## config.mk

```make
export PLATFORM = sky130hd
export DESIGN_NAME = lcd_cmd_regs
export DESIGN_NICKNAME = d
export VERILOG_FILES = /design/src/lcd_pkg.sv /design/src/lcd_addr_counter.sv /design/src/lcd_line_scan.sv /design/src/lcd_cmd_regs.sv
export VERILOG_INCLUDE_DIRS = /design/src /design/src/src
export SDC_FILE = /design/constraint.sdc
export NUM_CORES = 1
export LEC_CHECK = 0
export ABC_AREA = 1
export BUFFER_PORTS_ARGS = -buffer_cell sky130_fd_sc_hd__buf_2
export CELL_PAD_IN_SITES_DETAIL_PLACEMENT = 1
export CELL_PAD_IN_SITES_GLOBAL_PLACEMENT = 1
export CORE_UTILIZATION = 46
export DETAILED_ROUTE_END_ITERATION = 6
export GPL_TIMING_DRIVEN = 0
export PLACE_DENSITY_LB_ADDON = 0.1
export SLEW_MARGIN = 20
export SYNTH_ARGS = -nofsm -noshare
export SYNTH_HDL_FRONTEND = slang
export SYNTH_SLANG_ARGS = --single-unit
export TNS_END_PERCENT = 20
```

## constraint.sdc

```tcl
create_clock -name clk_sys -period 19.1 [get_ports clk_sys]
set_clock_uncertainty 0.2 [all_clocks]
set_input_delay 3.82 -clock clk_sys [delete_from_list [all_inputs] [get_ports clk_sys]]
set_output_delay 3.82 -clock clk_sys [all_outputs]
set_load 0.01 [all_outputs]
```

## src/lcd_cfg.svh

```systemverilog
// Register indices, field positions, reset values and limits of the command register set
`ifndef LCD_CFG_SVH
`define LCD_CFG_SVH
// ==========================================================
// Register indices
`define LCD_IDX_CTRL1      8'h00
`define LCD_IDX_CTRL2      8'h01
`define LCD_IDX_RESET      8'h03
`define LCD_IDX_ACCESS     8'h05
`define LCD_IDX_XADDR      8'h06
`define LCD_IDX_YADDR      8'h07
`define LCD_IDX_XMIN       8'h08
`define LCD_IDX_XMAX       8'h09
`define LCD_IDX_YMIN       8'h0a
`define LCD_IDX_YMAX       8'h0b
`define LCD_IDX_MEM        8'h0c
`define LCD_IDX_SCR_START  8'h0f
`define LCD_IDX_SCR_LINES  8'h10
`define LCD_IDX_SCR_STEPS  8'h11
`define LCD_IDX_OFF_COLOUR 8'h13
`define LCD_IDX_P1_START   8'h14
`define LCD_IDX_P2_START   8'h15
`define LCD_IDX_P1_LINES   8'h16
`define LCD_IDX_P2_LINES   8'h17
`define LCD_IDX_PWR1       8'h19
`define LCD_IDX_PWR2       8'h1a
// ==========================================================
// Field positions
`define LCD_C1_PARTIAL 4
`define LCD_C1_LPM     1
`define LCD_C1_GSS     0
`define LCD_C2_PRE     5
`define LCD_C2_GAMMA   4
`define LCD_C2_LTS     1
`define LCD_C2_INV     0
`define LCD_RST_CMD    0
`define LCD_AC_BMD     7
`define LCD_AC_BURST_WRITE_MODE    6
`define LCD_AC_WIN     4
`define LCD_AC_AXIS    2
`define LCD_AC_XDN     1
`define LCD_AC_YDN     0
`define LCD_PW1_VREF   6
`define LCD_PW1_RAIL2  4
`define LCD_PW1_GREG   2
`define LCD_PW1_SREG   1
`define LCD_PW1_BOOST  0
// ==========================================================
// Reset values and limits
`define LCD_REG_RST    8'h00
`define LCD_X_LAST     8'h83
`define LCD_Y_LAST     8'haf
`define LCD_LAST_LINE  8'haf
`define LCD_BURST_LAST 2'h3
`endif

```

## src/lcd_pkg.sv

```systemverilog
// Types shared by the command register block and its helpers
package lcd_pkg;
  typedef struct packed {
    logic        cs_n;
    logic        rs;
    logic        wr_n;
    logic        rd_n;
    logic [15:0] data;
  } lcd_host_bus_t;
  typedef struct packed {
    logic        valid;
    logic        burst;
    logic [7:0]  x;
    logic [7:0]  y;
    logic [63:0] data;
  } lcd_ram_wr_t;
  typedef struct packed {
    logic gate_lp;
    logic supply_lp;
    logic gate_reg_en;
    logic supply_reg_en;
    logic boost_en;
    logic boost_hi;
    logic boost_lo;
    logic second_rail;
  } lcd_power_pins_t;
  typedef struct packed {
    logic precharge_gamma;
    logic gamma_internal;
    logic line_period_double;
    logic vcom_ref_ext;
  } lcd_analog_sel_t;
  typedef struct packed {
    logic       win;
    logic       axis;
    logic       xdn;
    logic       ydn;
    logic [7:0] xmin;
    logic [7:0] xmax;
    logic [7:0] ymin;
    logic [7:0] ymax;
  } lcd_addr_cfg_t;
  typedef struct packed {
    logic       partial;
    logic       gss;
    logic       inv_req;
    logic [7:0] ssl;
    logic [7:0] saw;
    logic [7:0] sst;
    logic [7:0] p1s;
    logic [7:0] p1l;
    logic [7:0] p2s;
    logic [7:0] p2l;
    logic [2:0] off_rgb;
  } lcd_scan_cfg_t;
  typedef struct packed {
    logic [7:0] line;
    logic [7:0] src_line;
    logic       gate_en;
    logic       off_area;
    logic [2:0] off_rgb;
    logic       frame_inv;
  } lcd_line_out_t;
  typedef enum logic [0:0] {
    LCD_FILL_EMPTY = 1'b0,
    LCD_FILL_HALF  = 1'b1
  } lcd_fill_t;
endpackage : lcd_pkg

```

## src/lcd_addr_counter.sv

```systemverilog
// Display RAM address counter with direction, axis and window wrap
`include "lcd_cfg.svh"
module lcd_addr_counter import lcd_pkg::*; (
  input  wire logic          clk_sys,
  input  wire logic          rst,
  input  wire logic          load_x,
  input  wire logic          load_y,
  input  wire logic [7:0]    load_value,
  input  wire logic          step,
  input  wire lcd_addr_cfg_t cfg,
  output logic [7:0]         x_position,
  output logic [7:0]         y_position
);
  typedef struct packed {
    logic [7:0] x;
    logic [7:0] y;
  } lcd_addr_state_t;

  lcd_addr_state_t st_reg;
  lcd_addr_state_t st_next;

  function automatic logic [7:0] lcd_next_pos(input logic [7:0] pos, input logic down,
                                              input logic win, input logic [7:0] lo,
                                              input logic [7:0] hi, input logic [7:0] last);
    if (!down) begin
      if (win && pos == hi) return lo;
      if (!win && pos == last) return 8'h00;
      return pos + 8'h01;
    end
    if (win && pos == lo) return hi;
    if (!win && pos == 8'h00) return last;
    return pos - 8'h01;
  endfunction : lcd_next_pos

  always_comb begin
    st_next = st_reg;
    if (load_x) st_next.x = load_value;
    if (load_y) st_next.y = load_value;
    if (step && !cfg.axis) begin
      st_next.x = lcd_next_pos(st_reg.x, cfg.xdn, cfg.win, cfg.xmin, cfg.xmax,
                               `LCD_X_LAST);
    end else if (step) begin
      st_next.y = lcd_next_pos(st_reg.y, cfg.ydn, cfg.win, cfg.ymin, cfg.ymax,
                               `LCD_Y_LAST);
    end
  end

  always_ff @(posedge clk_sys or posedge rst) begin
    if (rst) st_reg <= '0;
    else st_reg <= st_next;
  end

  assign x_position = st_reg.x;
  assign y_position = st_reg.y;
endmodule : lcd_addr_counter

```

## src/lcd_line_scan.sv

```systemverilog
// Per-line scroll, partial area, gate scan and inversion state
`include "lcd_cfg.svh"
module lcd_line_scan import lcd_pkg::*; (
  input  wire logic          clk_sys,
  input  wire logic          rst,
  input  wire logic          line_tick,
  input  wire logic          cmd_reset,
  input  wire lcd_scan_cfg_t cfg,
  output lcd_line_out_t      line_out
);
  lcd_line_out_t st_reg;
  lcd_line_out_t st_next;

  always_comb begin
    logic [7:0] ln;
    logic [7:0] ofs;
    logic [7:0] step;
    logic [8:0] sh;
    logic       in1;
    logic       in2;
    ln      = 8'h00;
    ofs     = 8'h00;
    step    = 8'h00;
    sh      = 9'h000;
    in1     = 1'b0;
    in2     = 1'b0;
    st_next = st_reg;
    if (line_tick) begin
      ln = (st_reg.line == `LCD_LAST_LINE) ? 8'h00 : st_reg.line + 8'h01;
      // Inversion change waits for the running scan to finish
      if (st_reg.line == `LCD_LAST_LINE) st_next.frame_inv = cfg.inv_req;
      in1 = (ln >= cfg.p1s) && ((ln - cfg.p1s) < cfg.p1l);
      in2 = (cfg.p1l != 8'h00) && (ln >= cfg.p2s) && ((ln - cfg.p2s) < cfg.p2l);
      st_next.off_area = cfg.partial && !in1 && !in2;
      st_next.gate_en  = !(st_next.off_area && cfg.gss);
      st_next.off_rgb  = cfg.off_rgb;
      step = cfg.partial ? 8'h00 : cfg.sst;
      ofs  = ln - cfg.ssl;
      sh   = {1'b0, ofs} + {1'b0, step};
      // Step counts at or above the band length are not reduced further
      if (sh >= {1'b0, cfg.saw}) sh = sh - {1'b0, cfg.saw};
      if (ln >= cfg.ssl && ofs < cfg.saw) st_next.src_line = cfg.ssl + sh[7:0];
      else st_next.src_line = ln;
      st_next.line = ln;
    end
    if (cmd_reset) st_next.frame_inv = 1'b0;
  end

  always_ff @(posedge clk_sys or posedge rst) begin
    if (rst) st_reg <= '{line: `LCD_LAST_LINE, src_line: 8'h00, gate_en: 1'b1,
                         off_area: 1'b0, off_rgb: 3'h0, frame_inv: 1'b0};
    else st_reg <= st_next;
  end

  assign line_out = st_reg;
endmodule : lcd_line_scan

```

## src/lcd_cmd_regs.sv

```systemverilog
// Command register set: index-addressed host port, RAM write path, power pins
`include "lcd_cfg.svh"
module lcd_cmd_regs import lcd_pkg::*; (
  input  wire logic          clk_sys,
  input  wire logic          rst,
  input  wire lcd_host_bus_t host_bus,
  input  wire logic          serial_sel,
  input  wire logic          line_tick,
  output logic [15:0]        host_data_out,
  output logic               host_data_oe_n,
  output lcd_ram_wr_t        ram_wr,
  output logic [7:0]         x_position,
  output logic [7:0]         y_position,
  output lcd_line_out_t      line_out,
  output lcd_power_pins_t    power_pins,
  output lcd_analog_sel_t    analog_sel
);
  // ==========================================================
  // State
  typedef struct packed {
    lcd_host_bus_t s1;
    lcd_host_bus_t s2;
    lcd_host_bus_t s3;
    logic [7:0]    index;
    logic [7:0]    ctrl1;
    logic [7:0]    ctrl2;
    logic [7:0]    access;
    logic [7:0]    xmin;
    logic [7:0]    xmax;
    logic [7:0]    ymin;
    logic [7:0]    ymax;
    logic [7:0]    ssl;
    logic [7:0]    saw;
    logic [7:0]    sst;
    logic [7:0]    offc;
    logic [7:0]    p1s;
    logic [7:0]    p2s;
    logic [7:0]    p1l;
    logic [7:0]    p2l;
    logic [7:0]    pwr1;
    logic [7:0]    pwr2;
    lcd_fill_t     fill;
    logic [7:0]    byte_hi;
    logic [1:0]    burst_cnt;
    logic [47:0]   burst_buf;
    lcd_ram_wr_t   ram;
    logic [15:0]   rd_data;
    logic          rd_oe;
    logic          cmd_reset;
  } lcd_top_state_t;

  lcd_top_state_t st_reg;
  lcd_top_state_t st_next;

  logic          wr_evt;
  logic [15:0]   wd;
  logic          byte_mode;
  logic          load_x;
  logic          load_y;
  lcd_addr_cfg_t addr_cfg;
  lcd_scan_cfg_t scan_cfg;

  // ==========================================================
  // Host strobe detection
  // Write is taken on the rising edge of the synchronised write strobe;
  // data comes from the stage captured while the strobe was still low.
  assign wr_evt    = st_reg.s2.wr_n && !st_reg.s3.wr_n && !st_reg.s3.cs_n;
  assign wd        = st_reg.s3.data;
  assign byte_mode = st_reg.access[`LCD_AC_BMD] && !serial_sel;
  assign load_x    = wr_evt && st_reg.s3.rs && st_reg.index == `LCD_IDX_XADDR;
  assign load_y    = wr_evt && st_reg.s3.rs && st_reg.index == `LCD_IDX_YADDR;

  // ==========================================================
  // Next state
  always_comb begin
    logic        word_done;
    logic [15:0] word;
    logic        cmd_soft_reset_now;
    logic [7:0]  rd_mux;
    word_done = 1'b0;
    word      = 16'h0000;
    cmd_soft_reset_now  = 1'b0;
    rd_mux    = 8'h00;
    st_next   = st_reg;
    st_next.s1 = host_bus;
    st_next.s2 = st_reg.s1;
    st_next.s3 = st_reg.s2;
    st_next.ram.valid = 1'b0;
    st_next.cmd_reset = 1'b0;

    if (wr_evt && !st_reg.s3.rs) st_next.index = wd[7:0];
    if (wr_evt && st_reg.s3.rs) begin
      case (st_reg.index)
        `LCD_IDX_CTRL1:      st_next.ctrl1 = wd[7:0];
        `LCD_IDX_CTRL2:      st_next.ctrl2 = wd[7:0];
        `LCD_IDX_RESET:      cmd_soft_reset_now = wd[`LCD_RST_CMD];
        `LCD_IDX_ACCESS: begin
          st_next.access    = wd[7:0];
          // A width or mode change drops any half-built unit
          st_next.fill      = LCD_FILL_EMPTY;
          st_next.burst_cnt = 2'h0;
        end
        `LCD_IDX_XMIN:       st_next.xmin = wd[7:0];
        `LCD_IDX_XMAX:       st_next.xmax = wd[7:0];
        `LCD_IDX_YMIN:       st_next.ymin = wd[7:0];
        `LCD_IDX_YMAX:       st_next.ymax = wd[7:0];
        `LCD_IDX_SCR_START:  st_next.ssl = wd[7:0];
        `LCD_IDX_SCR_LINES:  st_next.saw = wd[7:0];
        `LCD_IDX_SCR_STEPS:  st_next.sst = wd[7:0];
        `LCD_IDX_OFF_COLOUR: st_next.offc = {5'h00, wd[2:0]};
        `LCD_IDX_P1_START:   st_next.p1s = wd[7:0];
        `LCD_IDX_P2_START:   st_next.p2s = wd[7:0];
        `LCD_IDX_P1_LINES:   st_next.p1l = wd[7:0];
        `LCD_IDX_P2_LINES:   st_next.p2l = wd[7:0];
        `LCD_IDX_PWR1:       st_next.pwr1 = wd[7:0];
        `LCD_IDX_PWR2:       st_next.pwr2 = {6'h00, wd[1:0]};
        `LCD_IDX_MEM: begin
          if (byte_mode && st_reg.fill == LCD_FILL_EMPTY) begin
            st_next.byte_hi = wd[7:0];
            st_next.fill    = LCD_FILL_HALF;
          end else if (byte_mode) begin
            word         = {st_reg.byte_hi, wd[7:0]};
            word_done    = 1'b1;
            st_next.fill = LCD_FILL_EMPTY;
          end else begin
            word      = wd;
            word_done = 1'b1;
          end
        end
        default: ;
      endcase
    end

    // RAM commit: burst gathers four words before one 64-bit write
    if (word_done && st_reg.access[`LCD_AC_BURST_WRITE_MODE]) begin
      if (st_reg.burst_cnt == `LCD_BURST_LAST) begin
        st_next.ram.data  = {st_reg.burst_buf, word};
        st_next.ram.valid = 1'b1;
        st_next.ram.burst = 1'b1;
        st_next.burst_cnt = 2'h0;
      end else begin
        st_next.burst_buf = {st_reg.burst_buf[31:0], word};
        st_next.burst_cnt = st_reg.burst_cnt + 2'h1;
      end
    end else if (word_done) begin
      st_next.ram.data  = {48'h0, word};
      st_next.ram.valid = 1'b1;
      st_next.ram.burst = 1'b0;
    end
    if (st_next.ram.valid) begin
      st_next.ram.x = x_position;
      st_next.ram.y = y_position;
    end

    // Self-clearing command reset: nothing is held, so the next write
    // may follow straight away
    if (cmd_soft_reset_now) begin
      st_next.ctrl1     = `LCD_REG_RST;
      st_next.ctrl2     = `LCD_REG_RST;
      st_next.access    = `LCD_REG_RST;
      st_next.fill      = LCD_FILL_EMPTY;
      st_next.burst_cnt = 2'h0;
      st_next.cmd_reset = 1'b1;
    end

    // Read path; write-only and unused indices read as zero
    case (st_reg.index)
      `LCD_IDX_CTRL1:      rd_mux = st_reg.ctrl1;
      `LCD_IDX_CTRL2:      rd_mux = st_reg.ctrl2;
      `LCD_IDX_ACCESS:     rd_mux = st_reg.access;
      `LCD_IDX_XADDR:      rd_mux = x_position;
      `LCD_IDX_YADDR:      rd_mux = y_position;
      `LCD_IDX_XMIN:       rd_mux = st_reg.xmin;
      `LCD_IDX_XMAX:       rd_mux = st_reg.xmax;
      `LCD_IDX_YMIN:       rd_mux = st_reg.ymin;
      `LCD_IDX_YMAX:       rd_mux = st_reg.ymax;
      `LCD_IDX_SCR_START:  rd_mux = st_reg.ssl;
      `LCD_IDX_SCR_LINES:  rd_mux = st_reg.saw;
      `LCD_IDX_SCR_STEPS:  rd_mux = st_reg.sst;
      `LCD_IDX_OFF_COLOUR: rd_mux = st_reg.offc;
      `LCD_IDX_P1_START:   rd_mux = st_reg.p1s;
      `LCD_IDX_P2_START:   rd_mux = st_reg.p2s;
      `LCD_IDX_P1_LINES:   rd_mux = st_reg.p1l;
      `LCD_IDX_P2_LINES:   rd_mux = st_reg.p2l;
      `LCD_IDX_PWR1:       rd_mux = st_reg.pwr1;
      `LCD_IDX_PWR2:       rd_mux = st_reg.pwr2;
      default:             rd_mux = 8'h00;
    endcase
    st_next.rd_oe   = !st_reg.s2.cs_n && !st_reg.s2.rd_n && st_reg.s2.rs;
    st_next.rd_data = {8'h00, rd_mux};
  end

  always_ff @(posedge clk_sys or posedge rst) begin
    if (rst) begin
      st_reg         <= '0;
      st_reg.s1      <= '{cs_n: 1'b1, rs: 1'b0, wr_n: 1'b1, rd_n: 1'b1, data: 16'h0000};
      st_reg.s2      <= '{cs_n: 1'b1, rs: 1'b0, wr_n: 1'b1, rd_n: 1'b1, data: 16'h0000};
      st_reg.s3      <= '{cs_n: 1'b1, rs: 1'b0, wr_n: 1'b1, rd_n: 1'b1, data: 16'h0000};
    end else begin
      st_reg <= st_next;
    end
  end

  // ==========================================================
  // Helpers
  assign addr_cfg = '{win: st_reg.access[`LCD_AC_WIN], axis: st_reg.access[`LCD_AC_AXIS],
                      xdn: st_reg.access[`LCD_AC_XDN], ydn: st_reg.access[`LCD_AC_YDN],
                      xmin: st_reg.xmin, xmax: st_reg.xmax,
                      ymin: st_reg.ymin, ymax: st_reg.ymax};

  lcd_addr_counter u_addr (
    .clk_sys    (clk_sys),
    .rst        (rst),
    .load_x     (load_x),
    .load_y     (load_y),
    .load_value (wd[7:0]),
    .step       (st_next.ram.valid),
    .cfg        (addr_cfg),
    .x_position (x_position),
    .y_position (y_position)
  );

  assign scan_cfg = '{partial: st_reg.ctrl1[`LCD_C1_PARTIAL], gss: st_reg.ctrl1[`LCD_C1_GSS],
                      inv_req: st_reg.ctrl2[`LCD_C2_INV],
                      ssl: st_reg.ssl, saw: st_reg.saw, sst: st_reg.sst,
                      p1s: st_reg.p1s, p1l: st_reg.p1l, p2s: st_reg.p2s, p2l: st_reg.p2l,
                      off_rgb: st_reg.offc[2:0]};

  lcd_line_scan u_scan (
    .clk_sys   (clk_sys),
    .rst       (rst),
    .line_tick (line_tick),
    .cmd_reset (st_reg.cmd_reset),
    .cfg       (scan_cfg),
    .line_out  (line_out)
  );

  // ==========================================================
  // Outputs
  assign host_data_out  = st_reg.rd_data;
  assign host_data_oe_n = !st_reg.rd_oe;
  assign ram_wr         = st_reg.ram;

  assign power_pins.gate_lp       = st_reg.ctrl1[`LCD_C1_LPM];
  assign power_pins.supply_lp     = st_reg.ctrl1[`LCD_C1_LPM];
  assign power_pins.gate_reg_en   = st_reg.pwr1[`LCD_PW1_GREG];
  assign power_pins.supply_reg_en = st_reg.pwr1[`LCD_PW1_SREG];
  assign power_pins.boost_en      = st_reg.pwr1[`LCD_PW1_BOOST];
  assign power_pins.boost_hi      = st_reg.pwr2[1];
  assign power_pins.boost_lo      = st_reg.pwr2[0];
  assign power_pins.second_rail   = st_reg.pwr1[`LCD_PW1_RAIL2];

  assign analog_sel.precharge_gamma    = st_reg.ctrl2[`LCD_C2_PRE];
  assign analog_sel.gamma_internal     = st_reg.ctrl2[`LCD_C2_GAMMA];
  assign analog_sel.line_period_double = st_reg.ctrl2[`LCD_C2_LTS];
  assign analog_sel.vcom_ref_ext       = st_reg.pwr1[`LCD_PW1_VREF];
endmodule : lcd_cmd_regs

```

# Word-level counts from Yosys, hierarchy flattened
# Index checks and enable logic that the tools add are counted.
[classes]
n_bitwise = 2
n_reduce_logical = 77
add_sub_neg = 12
mux = 117
magnitude_cmp = 7
n_eq_ne = 30
[op_table]
columns = ["operator", "n"]
rows = [
  ["8-bit two-way mux", 47],
  ["64-bit two-way mux", 3],
  ["8-bit case mux with 19 select lines", 1],
  ["147-bit two-way mux", 1],
  ["8-bit by 5-bit equality test with 1-bit output, second input constant", 9],
  ["16-bit two-way mux", 4],
  ["50-bit two-way mux", 1],
  ["1-bit two-way mux", 49],
  ["8-bit by 4-bit equality test with 1-bit output, second input constant", 6],
  ["48-bit two-way mux", 1],
  ["2-bit AND reduction", 21],
  ["8-bit equality test", 4],
  ["8-bit subtractor", 4],
  ["1-bit logical AND", 27],
  ["8-bit by 1-bit adder with 8-bit output, second input constant", 3],
  ["8-bit by 3-bit equality test with 1-bit output, second input constant", 3],
  ["8-bit equality test, second input constant", 3],
  ["8-bit >= comparator", 3],
  ["8-bit logical NOT", 3],
  ["8-bit less-than comparator", 3],
  ["24-bit two-way mux", 1],
  ["2-bit nonzero test", 8],
  ["8-bit by 1-bit subtractor with 8-bit output, second input constant", 2],
  ["2-bit two-way mux", 7],
  ["other kinds (16)", 31],
]
[totals]
regBits = 381
word_cells = 297
output_inout_bits = 149

# Logic depth before layout (Yosys ltp)
# Gate-level depths: netlist of run 1.
[logic_depth]
ltp_word = 24
depth_mapped = 44

# Modules after synthesis
# A second synthesis of run 1 with hierarchy kept.
[hier_totals]
hier_cells = 2742
hier_area_um2 = 21237.9
[by_module_without_submodules]
columns = ["mod", "area_each_um2", "instances", "cells_each", "seq_area_each_um2"]
rows = [
  ["lcd_cmd_regs", 14413.8, 1, 1602, 8593.2],
  ["lcd_line_scan", 3937.5, 1, 610, 559.3],
  ["lcd_addr_counter", 2886.5, 1, 530, 400.4],
]

# Worst setup path before layout of run 1
# Ideal clock, no wire load.
[synth_timing]
path_kind = "register to register"
startpoint = "register u_scan.st_reg, in the netlist u_scan.line_out[14]"
endpoint = "register u_scan.st_reg, in the netlist u_scan.line_out[12]"
setup_time_ns = 0.123
path_stages_with_launch = 44
slack_ns = 13.062
synth_period_minus_slack_ns = 6.038
arrival_time_ns = 5.715
path_buffers = 1
cell_sequence = "dfstp_2 ha_1 nand2_1 nor2_1 nand2_1 inv_1 nor2_1 inv_1 ha_1 inv_1 fa_1 nand2_1 nand2_1 nand3_1 nand2_1 nand2_1 nand2_1 xnor2_1 (+8 left out) ha_1 nand2_1 or3_1 nand4_1 inv_1 buf_2 nand2_1 o21ai_0 ha_1 fa_1 nand3_1 nand2_1 a21oi_1 nor2_1 nor2_1 xnor2_1 o21ai_0 nand2_1"
[synth_between]
elab_chain_len = 9
elab_cells_between_ends = 14
classes_between = "add/sub (5); order compare (3); eq/ne (1); mux (4); reduce/logical (1)"
[synth_lines]
columns = ["item", "line_no", "rtl"]
rows = [
  ["start, declared", "lcd_line_scan.sv:11", "lcd_line_out_t st_reg;"],
  ["start signal, assigned", "lcd_line_scan.sv:50", "if (rst) st_reg <= '{line: `LCD_LAST_LINE, src_line: 8'h00, gate_en: 1'b1,"],
  ["start signal, assigned", "lcd_line_scan.sv:52", "else st_reg <= st_next;"],
  ["8-bit by 1-bit adder with 8-bit output / 8-bit equality test (equally long branches)", "--", ""],
  ["8-bit two-way mux *", "lcd_line_scan.sv:29", "ln = (st_reg.line == `LCD_LAST_LINE) ? 8'h00 : st_reg.line + 8'h01;"],
  ["8-bit subtractor", "lcd_line_scan.sv:38", "ofs = ln - cfg.ssl;"],
  ["8-bit by 8-bit adder with 9-bit output", "lcd_line_scan.sv:39", "sh = {1'b0, ofs} + {1'b0, step};"],
  ["8-bit subtractor / 9-bit by 8-bit >= comparator with 1-bit output (equally long branches)", "lcd_line_scan.sv:41", "if (sh >= {1'b0, cfg.saw}) sh = sh - {1'b0, cfg.saw};"],
  ["8-bit two-way mux", "lcd_line_scan.sv:41", ""],
  ["8-bit two-way mux", "lcd_line_scan.sv:28", "if (line_tick) begin"],
  ["8-bit adder", "lcd_line_scan.sv:42", "if (ln >= cfg.ssl && ofs < cfg.saw) st_next.src_line = cfg.ssl + sh[7:0];"],
  ["8-bit two-way mux *", "lcd_line_scan.sv:42", ""],
]
# Every way passes the cells marked *; elsewhere a longest branch is shown, timed or not. The select of a mux whose other input is x is not followed.
# A chain may end at the register's enable or synchronous reset.

# Worst setup path after layout of run 1
# Same ends and word-level chain as after synthesis.

==> run_results.csv, run 1 <==
group,metric,value,unit
route,drt-total-wl,67100,um
logic_synthesis,synth.ff_latch_count,381,
sta,report.final.hold_viol_count,0,
logic_synthesis,synth_area,0.0197,mm2
route,vias,17200,
clock_network,root_buffer,"clkbuf_16",
final_layout,final_util,54.3,%
logic_synthesis,synth_edf_count,0,
route,viasPerCell,5.58,
logic_synthesis,yosys_most_used_dff,"dfrtp_1",
final_layout,seq_area,0.00955,mm2
route,maxUsedRoutingLayer,"met4",
setup_path,crit_path_max_incr_delay,850,ps
place,gp_congestion,0.931,
final_layout,layout.nets,2620,
route,wl_met2,32500,um
route,wire_per_inst,21.7,um
logic_synthesis,synth.area.top_cells,"dfrtp_1 46%, nand2_1 8.9%, o21ai_0 6.4%",
power,p_per_area,122,mW/mm2
global_routing,grt_pass1_wl,106000,um
logic_synthesis,yosys.area.top_type,"dfrtp_1",
final_layout,fillers,5097,
sta,max_freq,138,MHz
route,routed-wl-met3,3320,um
floorplan,fp.dieH,209,um
logic_synthesis,yosysWarningCount,0,
power,peakVddDrop,0.136,mV
floorplan,die_width,209,um
global_routing,antenna_found_initial,1,
final_layout,largest_reg_flops,88,
route,routedLengthMet1,29100,um
power,p_seq_share,32.3,%
final_layout,area_delta_synth_final,16.0,%
setup_path,crit_slowest_cell,"nor3_1",
final_layout,antenna-diode-count,0,
setup_path,cp-start-kind,"flop",
floorplan,boundaryPins,173,
sta,maxSlewViolCount,0,
clock_network,path_clk_slew,60,ps
sta,fin_crit_sh,38.0,%
sta,relSlewSlack,27.2,%
route,drt-pass1-iter-count,5,
sta,setup_tns,0,ps
setup_path,cp_data_required_time,19340,ps
final_layout,multi_input_area,0.00801,mm2
setup_path,cpMostUsedCell,"nand2_1",
job,max_cap_viol_count,0,
logic_synthesis,syn_inst,2292,
global_routing,grt_max_degree,106,
logic_synthesis,synthDistinctLibCells,51,
power,power.leakage,11.0,nW
power,comb_power_share,36.5,%
logic_synthesis,synth_seq_area_share,48.4,%
power,p_int,0.00176,W
power,p_clk_share,31.2,%
clock_network,cts_buffers,43,
place,numPortBuffers,164,
route,post-route-drc-count,0,
worst_hold_path,hold_class,"flop to flop",
route,drt_iter0_markers,1232,
sta,post-route-min-period,7250,ps
sta,grt_setup_unrepaired,"no",
sta,max_slew.worst_pin.slew,1090,ps
power,power_switching,0.00104,W
logic_synthesis,yosysTopAreaCellShare,46.4,%
logic_synthesis,postSynthAreaPerCell,8.61,um2
route,ant_nets,0,
global_routing,grt_pass1_vias,18300,
final_layout,final_common_cell,"nand2_1",
final_layout,drive_gt1_share,17.0,%
clock_network,hold_buffers,0,
clock_network,cts_tree,"done",
clock_network,cts.path.max_buffers,3,
clock_network,clock_latency,570,ps
power,p_sw_share,37.2,%
floorplan,start_util,46.8,%
clock_network,htreeDepth,2,
sta,setup_violations,0,
setup_path,path_class,"flop to flop",
clock_network,cts_resized,0,
setup_path,crit_arrival,7490,ps
floorplan,die_area,0.0437,mm2
global_routing,track_usage,31.3,%
floorplan,core,0.0421,mm2
setup_path,path_max_fanout,10,
clock_network,postCtsSetupBuffers,0,
place,dp_hpwl,49500,um
setup_path,cp-end-kind,"flop",
clock_network,clock-sinks,381,
outcome,outcome,"finished clean",
global_routing,gr-total-overflow,0,
logic_synthesis,async_reset_ff_share,100,%
floorplan,row_count,75,
final_layout,layout_common_cells,"469 x nand2_1, 366 x dfrtp_1, 256 x inv_1",
power by group through the flow:
stage	Sequential [W]	Combinational [W]	Clock [W]
floorplan	0.000910	0.000730	0
global placement	0.000914	0.000952	0
detailed placement	0.000915	0.00101	0
CTS	0.000902	0.00102	0.000884
global route	0.000907	0.00116	0.000916
finish	0.000902	0.00102	0.000873
worst max-delay path: cells and delay by family, from the launching register on:
| family | cells | cell delay [ps] |
|---|---|---|
| and+or+nand+nor | 21 | 3080 |
| adders and majority gates | 5 | 1780 |
| AOI/OAI and AO/OA | 4 | 720 |
| DFF | 1 | 640 |
| buffers and inverters | 4 | 440 |
| xor gates and xnor gates | 2 | 260 |
kinds of logic after synthesis:
kind of cell / count (synthesis) / share of synthesized area (%)
other cells: 1 / 0.0190
buf+inv: 461 / 11.1
simple gates: 775 / 16.8
flops: 381 / 48.4
xor+xnor: 60 / 2.66
compound gates: 523 / 15.1
mux: 8 / 0.406
fa+ha+maj: 83 / 5.49
cells in the mapped netlist, types with 5 or more instances:
master	count
o21ai_1	62
a221oi_1	14
a21oi_1	74
xor2_1	43
ha_1	77
nand4_1	25
buf_2	25
o221ai_1	6
o2111ai_1	5
nor2_1	111
dfrtp_1	366
mux2i_1	8
a32o_1	16
nor3_1	26
nand2_1	469
clkbuf_1	45
nor2_4	6
nand3_1	104
o21bai_1	5
inv_2	10
dfstp_2	15
nor4_1	10
o211ai_1	13
a211oi_1	7
o22ai_1	48
inv_1	257
o21ai_0	253
fa_1	6
a2111oi_0	5
clkinv_1	8
xnor2_1	17
buf_4	115
stage by stage:
step | worst slack [ps] | power [W] | cell area (um2) | std cells | hold WS [ps]
finish | 11850 | 0.00279 | 22900 | 3087 | 141
global route | 11220 | 0.00298 | 22900 | 3087 | 138
CTS | 11840 | 0.00281 | 22900 | 3087 | 145
detailed placement | 11890 | 0.00193 | 21400 | 3007 | 136
global placement | 501 | 0.00187 | 21200 | 3002 | 133
floorplan | 4520 | 0.00164 | 19800 | 2299 | 131
path summary, 6_finish.rpt:
kind / startpoint / to / slack [ps] / cells after the start
setup / recovery: u_scan.line_out[14]$_DFFE_PP1P_ / u_scan.line_out[12]$_DFFE_PP0P_ / 11850 / 36
hold / removal: st_next[323]$_DFF_PP0_ / st_next[303]$_DFF_PP0_ / 140 / 0
setup reg to reg: u_scan.line_out[14]$_DFFE_PP1P_ / u_scan.line_out[12]$_DFFE_PP0P_ / 11850 / 36
hold reg to reg: st_next[323]$_DFF_PP0_ / st_next[303]$_DFF_PP0_ / 140 / 0
max in group asynchronous: rst / u_scan.line_out[15]$_DFFE_PP1P_ / 14470 / 4
min in group asynchronous: rst / ram_wr[34]$_DFFE_PP0P_ / 3040 / 2
final cells by class:
| class | count | area share (%) |
|---|---|---|
| sequential | 381 | 41.8 |
| multi-input combinational | 1457 | 35.0 |
| clock buffer | 59 | 5.54 |
| buffer | 186 | 5.08 |
| inverter | 275 | 4.54 |
| timing repair buffer | 169 | 4.11 |
| tap | 539 | 2.95 |
| clock inverter | 21 | 1.01 |
routing by layer:
layer,GRT usage (%),vias up
met2,53.0,463
met5,0,-
met3,4.45,128
met4,11.1,0
li1,-,7962
met1,41.0,8684
Power figures use the tool's default switching activity.
==> run 2: changes to the inputs <==
- clock period: 19.1 -> 7.3 ns (I/O delays scaled with it)
==> run_results.csv, run 2 (synthesis results as in run 1) <==
group,metric,value,unit
sta,relSlewSlack,25.7,%
final_layout,fillers,5000,
sta,max_freq,147,MHz
final_layout,final_cells,3096,
sta,post-route-min-period,6830,ps
setup_path,path_class,"flop to flop",
route,vias,17300,
floorplan,die_width,209,um
place,numPortBuffers,164,
final_layout,area_delta_synth_final,16.4,%
route,viasPerCell,5.58,
clock_network,cts_tree,"done",
clock_network,cts.path.max_buffers,3,
job,max_cap_viol_count,0,
floorplan,fp.dieH,209,um
place,gp_congestion,0.972,
setup_path,crit_path_max_incr_delay,550,ps
final_layout,final_common_cell,"nand2_1",
place,post_dp_cell_area,0.0215,mm2
clock_network,clock-sinks,381,
final_layout,final_util,54.5,%
power,power.leakage,11.0,nW
setup_path,cp_data_required_time,7570,ps
sta,report.final.hold_viol_count,0,
place,place_ws,141,ps
place,dp_cells,3015,
place,dp_hpwl,50400,um
setup_path,path_max_fanout,10,
route,post-route-drc-count,0,
final_layout,postLayoutCellArea,0.0230,mm2
worst_hold_path,hold_class,"flop to flop",
setup_path,cp-start-kind,"flop",
final_layout,layout_common_cells,"468 x nand2_1, 366 x dfrtp_1, 254 x inv_1",
sta,maxSlewViolCount,0,
route,drt-total-wl,67200,um
outcome,outcome,"finished clean",
setup_path,cpMostUsedCell,"nand2_1",
clock_network,root_buffer,"clkbuf_16",
global_routing,antenna_found_initial,2,
floorplan,row_count,75,
sta,max_slew.worst_pin.slew,1110,ps
global_routing,gr-total-overflow,0,
floorplan,start_util,46.8,%
final_layout,seq_area,0.00955,mm2
route,drt_iter0_markers,1295,
route,wire_per_inst,21.7,um
setup_path,cp_top_family,"simple AND/OR/NAND/NOR gates",
clock_network,path_clk_slew,70,ps
clock_network,hold_buffers,0,
clock_network,htreeDepth,2,
final_layout,drive_gt1_share,17.4,%
setup_path,worst-path-buf-inv,6,
setup_path,crit_slowest_cell,"dfstp_2",
global_routing,track_usage,31.3,%
final_layout,layout.nets,2631,
final_layout,multi_input_area,0.00805,mm2
sta,fin_crit_sh,93.5,%
floorplan,core,0.0421,mm2
power,p_per_area,313,mW/mm2
setup_path,cp-end-kind,"flop",
clock_network,clock_latency,580,ps
floorplan,boundaryPins,173,
power,peakVddDrop,0.404,mV
global_routing,grt_pass1_wl,105000,um
global_routing,grt_max_degree,35,
global_routing,grt_pass1_vias,18100,
route,ant_nets,0,
clock_network,cts_buffers,42,
route,drt-pass1-iter-count,5,
final_layout,largest_reg_flops,88,
floorplan,die_area,0.0437,mm2
sta,setup_slack,475,ps
sta,setup_violations,0,
setup_path,crit_arrival,7100,ps
[run 2: cell types whose count changed in the layout (fill, tap and decap cells not counted), sizes merged]
cell           before  now
bufinv              4    1
clkbuf            105  107
diode               0    1
clkinv             21   19
clkdlybuf4s18       1    0
clkinvlp            3    2
buf               308  321
[run 2: report_power, final]
| part | switching, W | total, W | leakage, nW | internal [W] |
|---|---|---|---|---|
| clock network | 0.000908 | 0.00212 | 0.675 | 0.00121 |
| logic | 0.00169 | 0.00272 | 5.31 | 0.00103 |
| registers | 0.000109 | 0.00236 | 5.06 | 0.00225 |
[run 2: area by class of cell]
| cell class | count | share of cell area [%] |
|---|---|---|
| Sequential cell | 381 | 41.6 |
| Clock buffer | 61 | 5.32 |
| Multi-Input combinational cell | 1457 | 35.1 |
| Clock inverter | 15 | 0.610 |
| Antenna cell | 1 | 0.0109 |
| Inverter | 275 | 4.51 |
| Tap cell | 539 | 2.94 |
| Timing Repair Buffer | 181 | 4.87 |
| Buffer | 186 | 5.06 |
[run 2: path summary, 6_finish.rpt]
path / to / slack, ps / start / depth (start not counted)
hold / removal: st_next[307]$_DFF_PP0_ / 140 / st_next[327]$_DFF_PP0_ / 0
setup reg to reg: u_scan.line_out[12]$_DFFE_PP0P_ / 470 / u_scan.line_out[14]$_DFFE_PP1P_ / 43
hold reg to reg: st_next[307]$_DFF_PP0_ / 140 / st_next[327]$_DFF_PP0_ / 0
max in group asynchronous: u_scan.line_out[15]$_DFFE_PP1P_ / 4760 / rst / 7
min in group asynchronous: ram_wr[33]$_DFFE_PP0P_ / 700 / rst / 2
setup / recovery: u_scan.line_out[12]$_DFFE_PP0P_ / 470 / u_scan.line_out[14]$_DFFE_PP1P_ / 43
[run 2: repair_timing]
item	4_1_cts	5_1_grt
resized for setup	0	11
setup buffers	0	4
endpoints found under the setup margin	0	5
[run 2: routing by layer]
metal	global-route usage, %	vias to the layer above	share of wire (%)
li1	-	7986	-
met1	41.3	8733	44
met2	52.8	440	48
met3	4.70	111	4.6
met4	10.4	0	3.2
met5	0	-	0
[run 2: stage by stage]
step | power [W] | setup TNS, ps | hold slack, ps
finish | 0.00720 | 0 | 142
global route | 0.00770 | -74.9 | 150
CTS | 0.00718 | 0 | 145
detailed placement | 0.00504 | 0 | 136
global placement | 0.00489 | -578300 | 132
floorplan | 0.00429 | 0 | 131
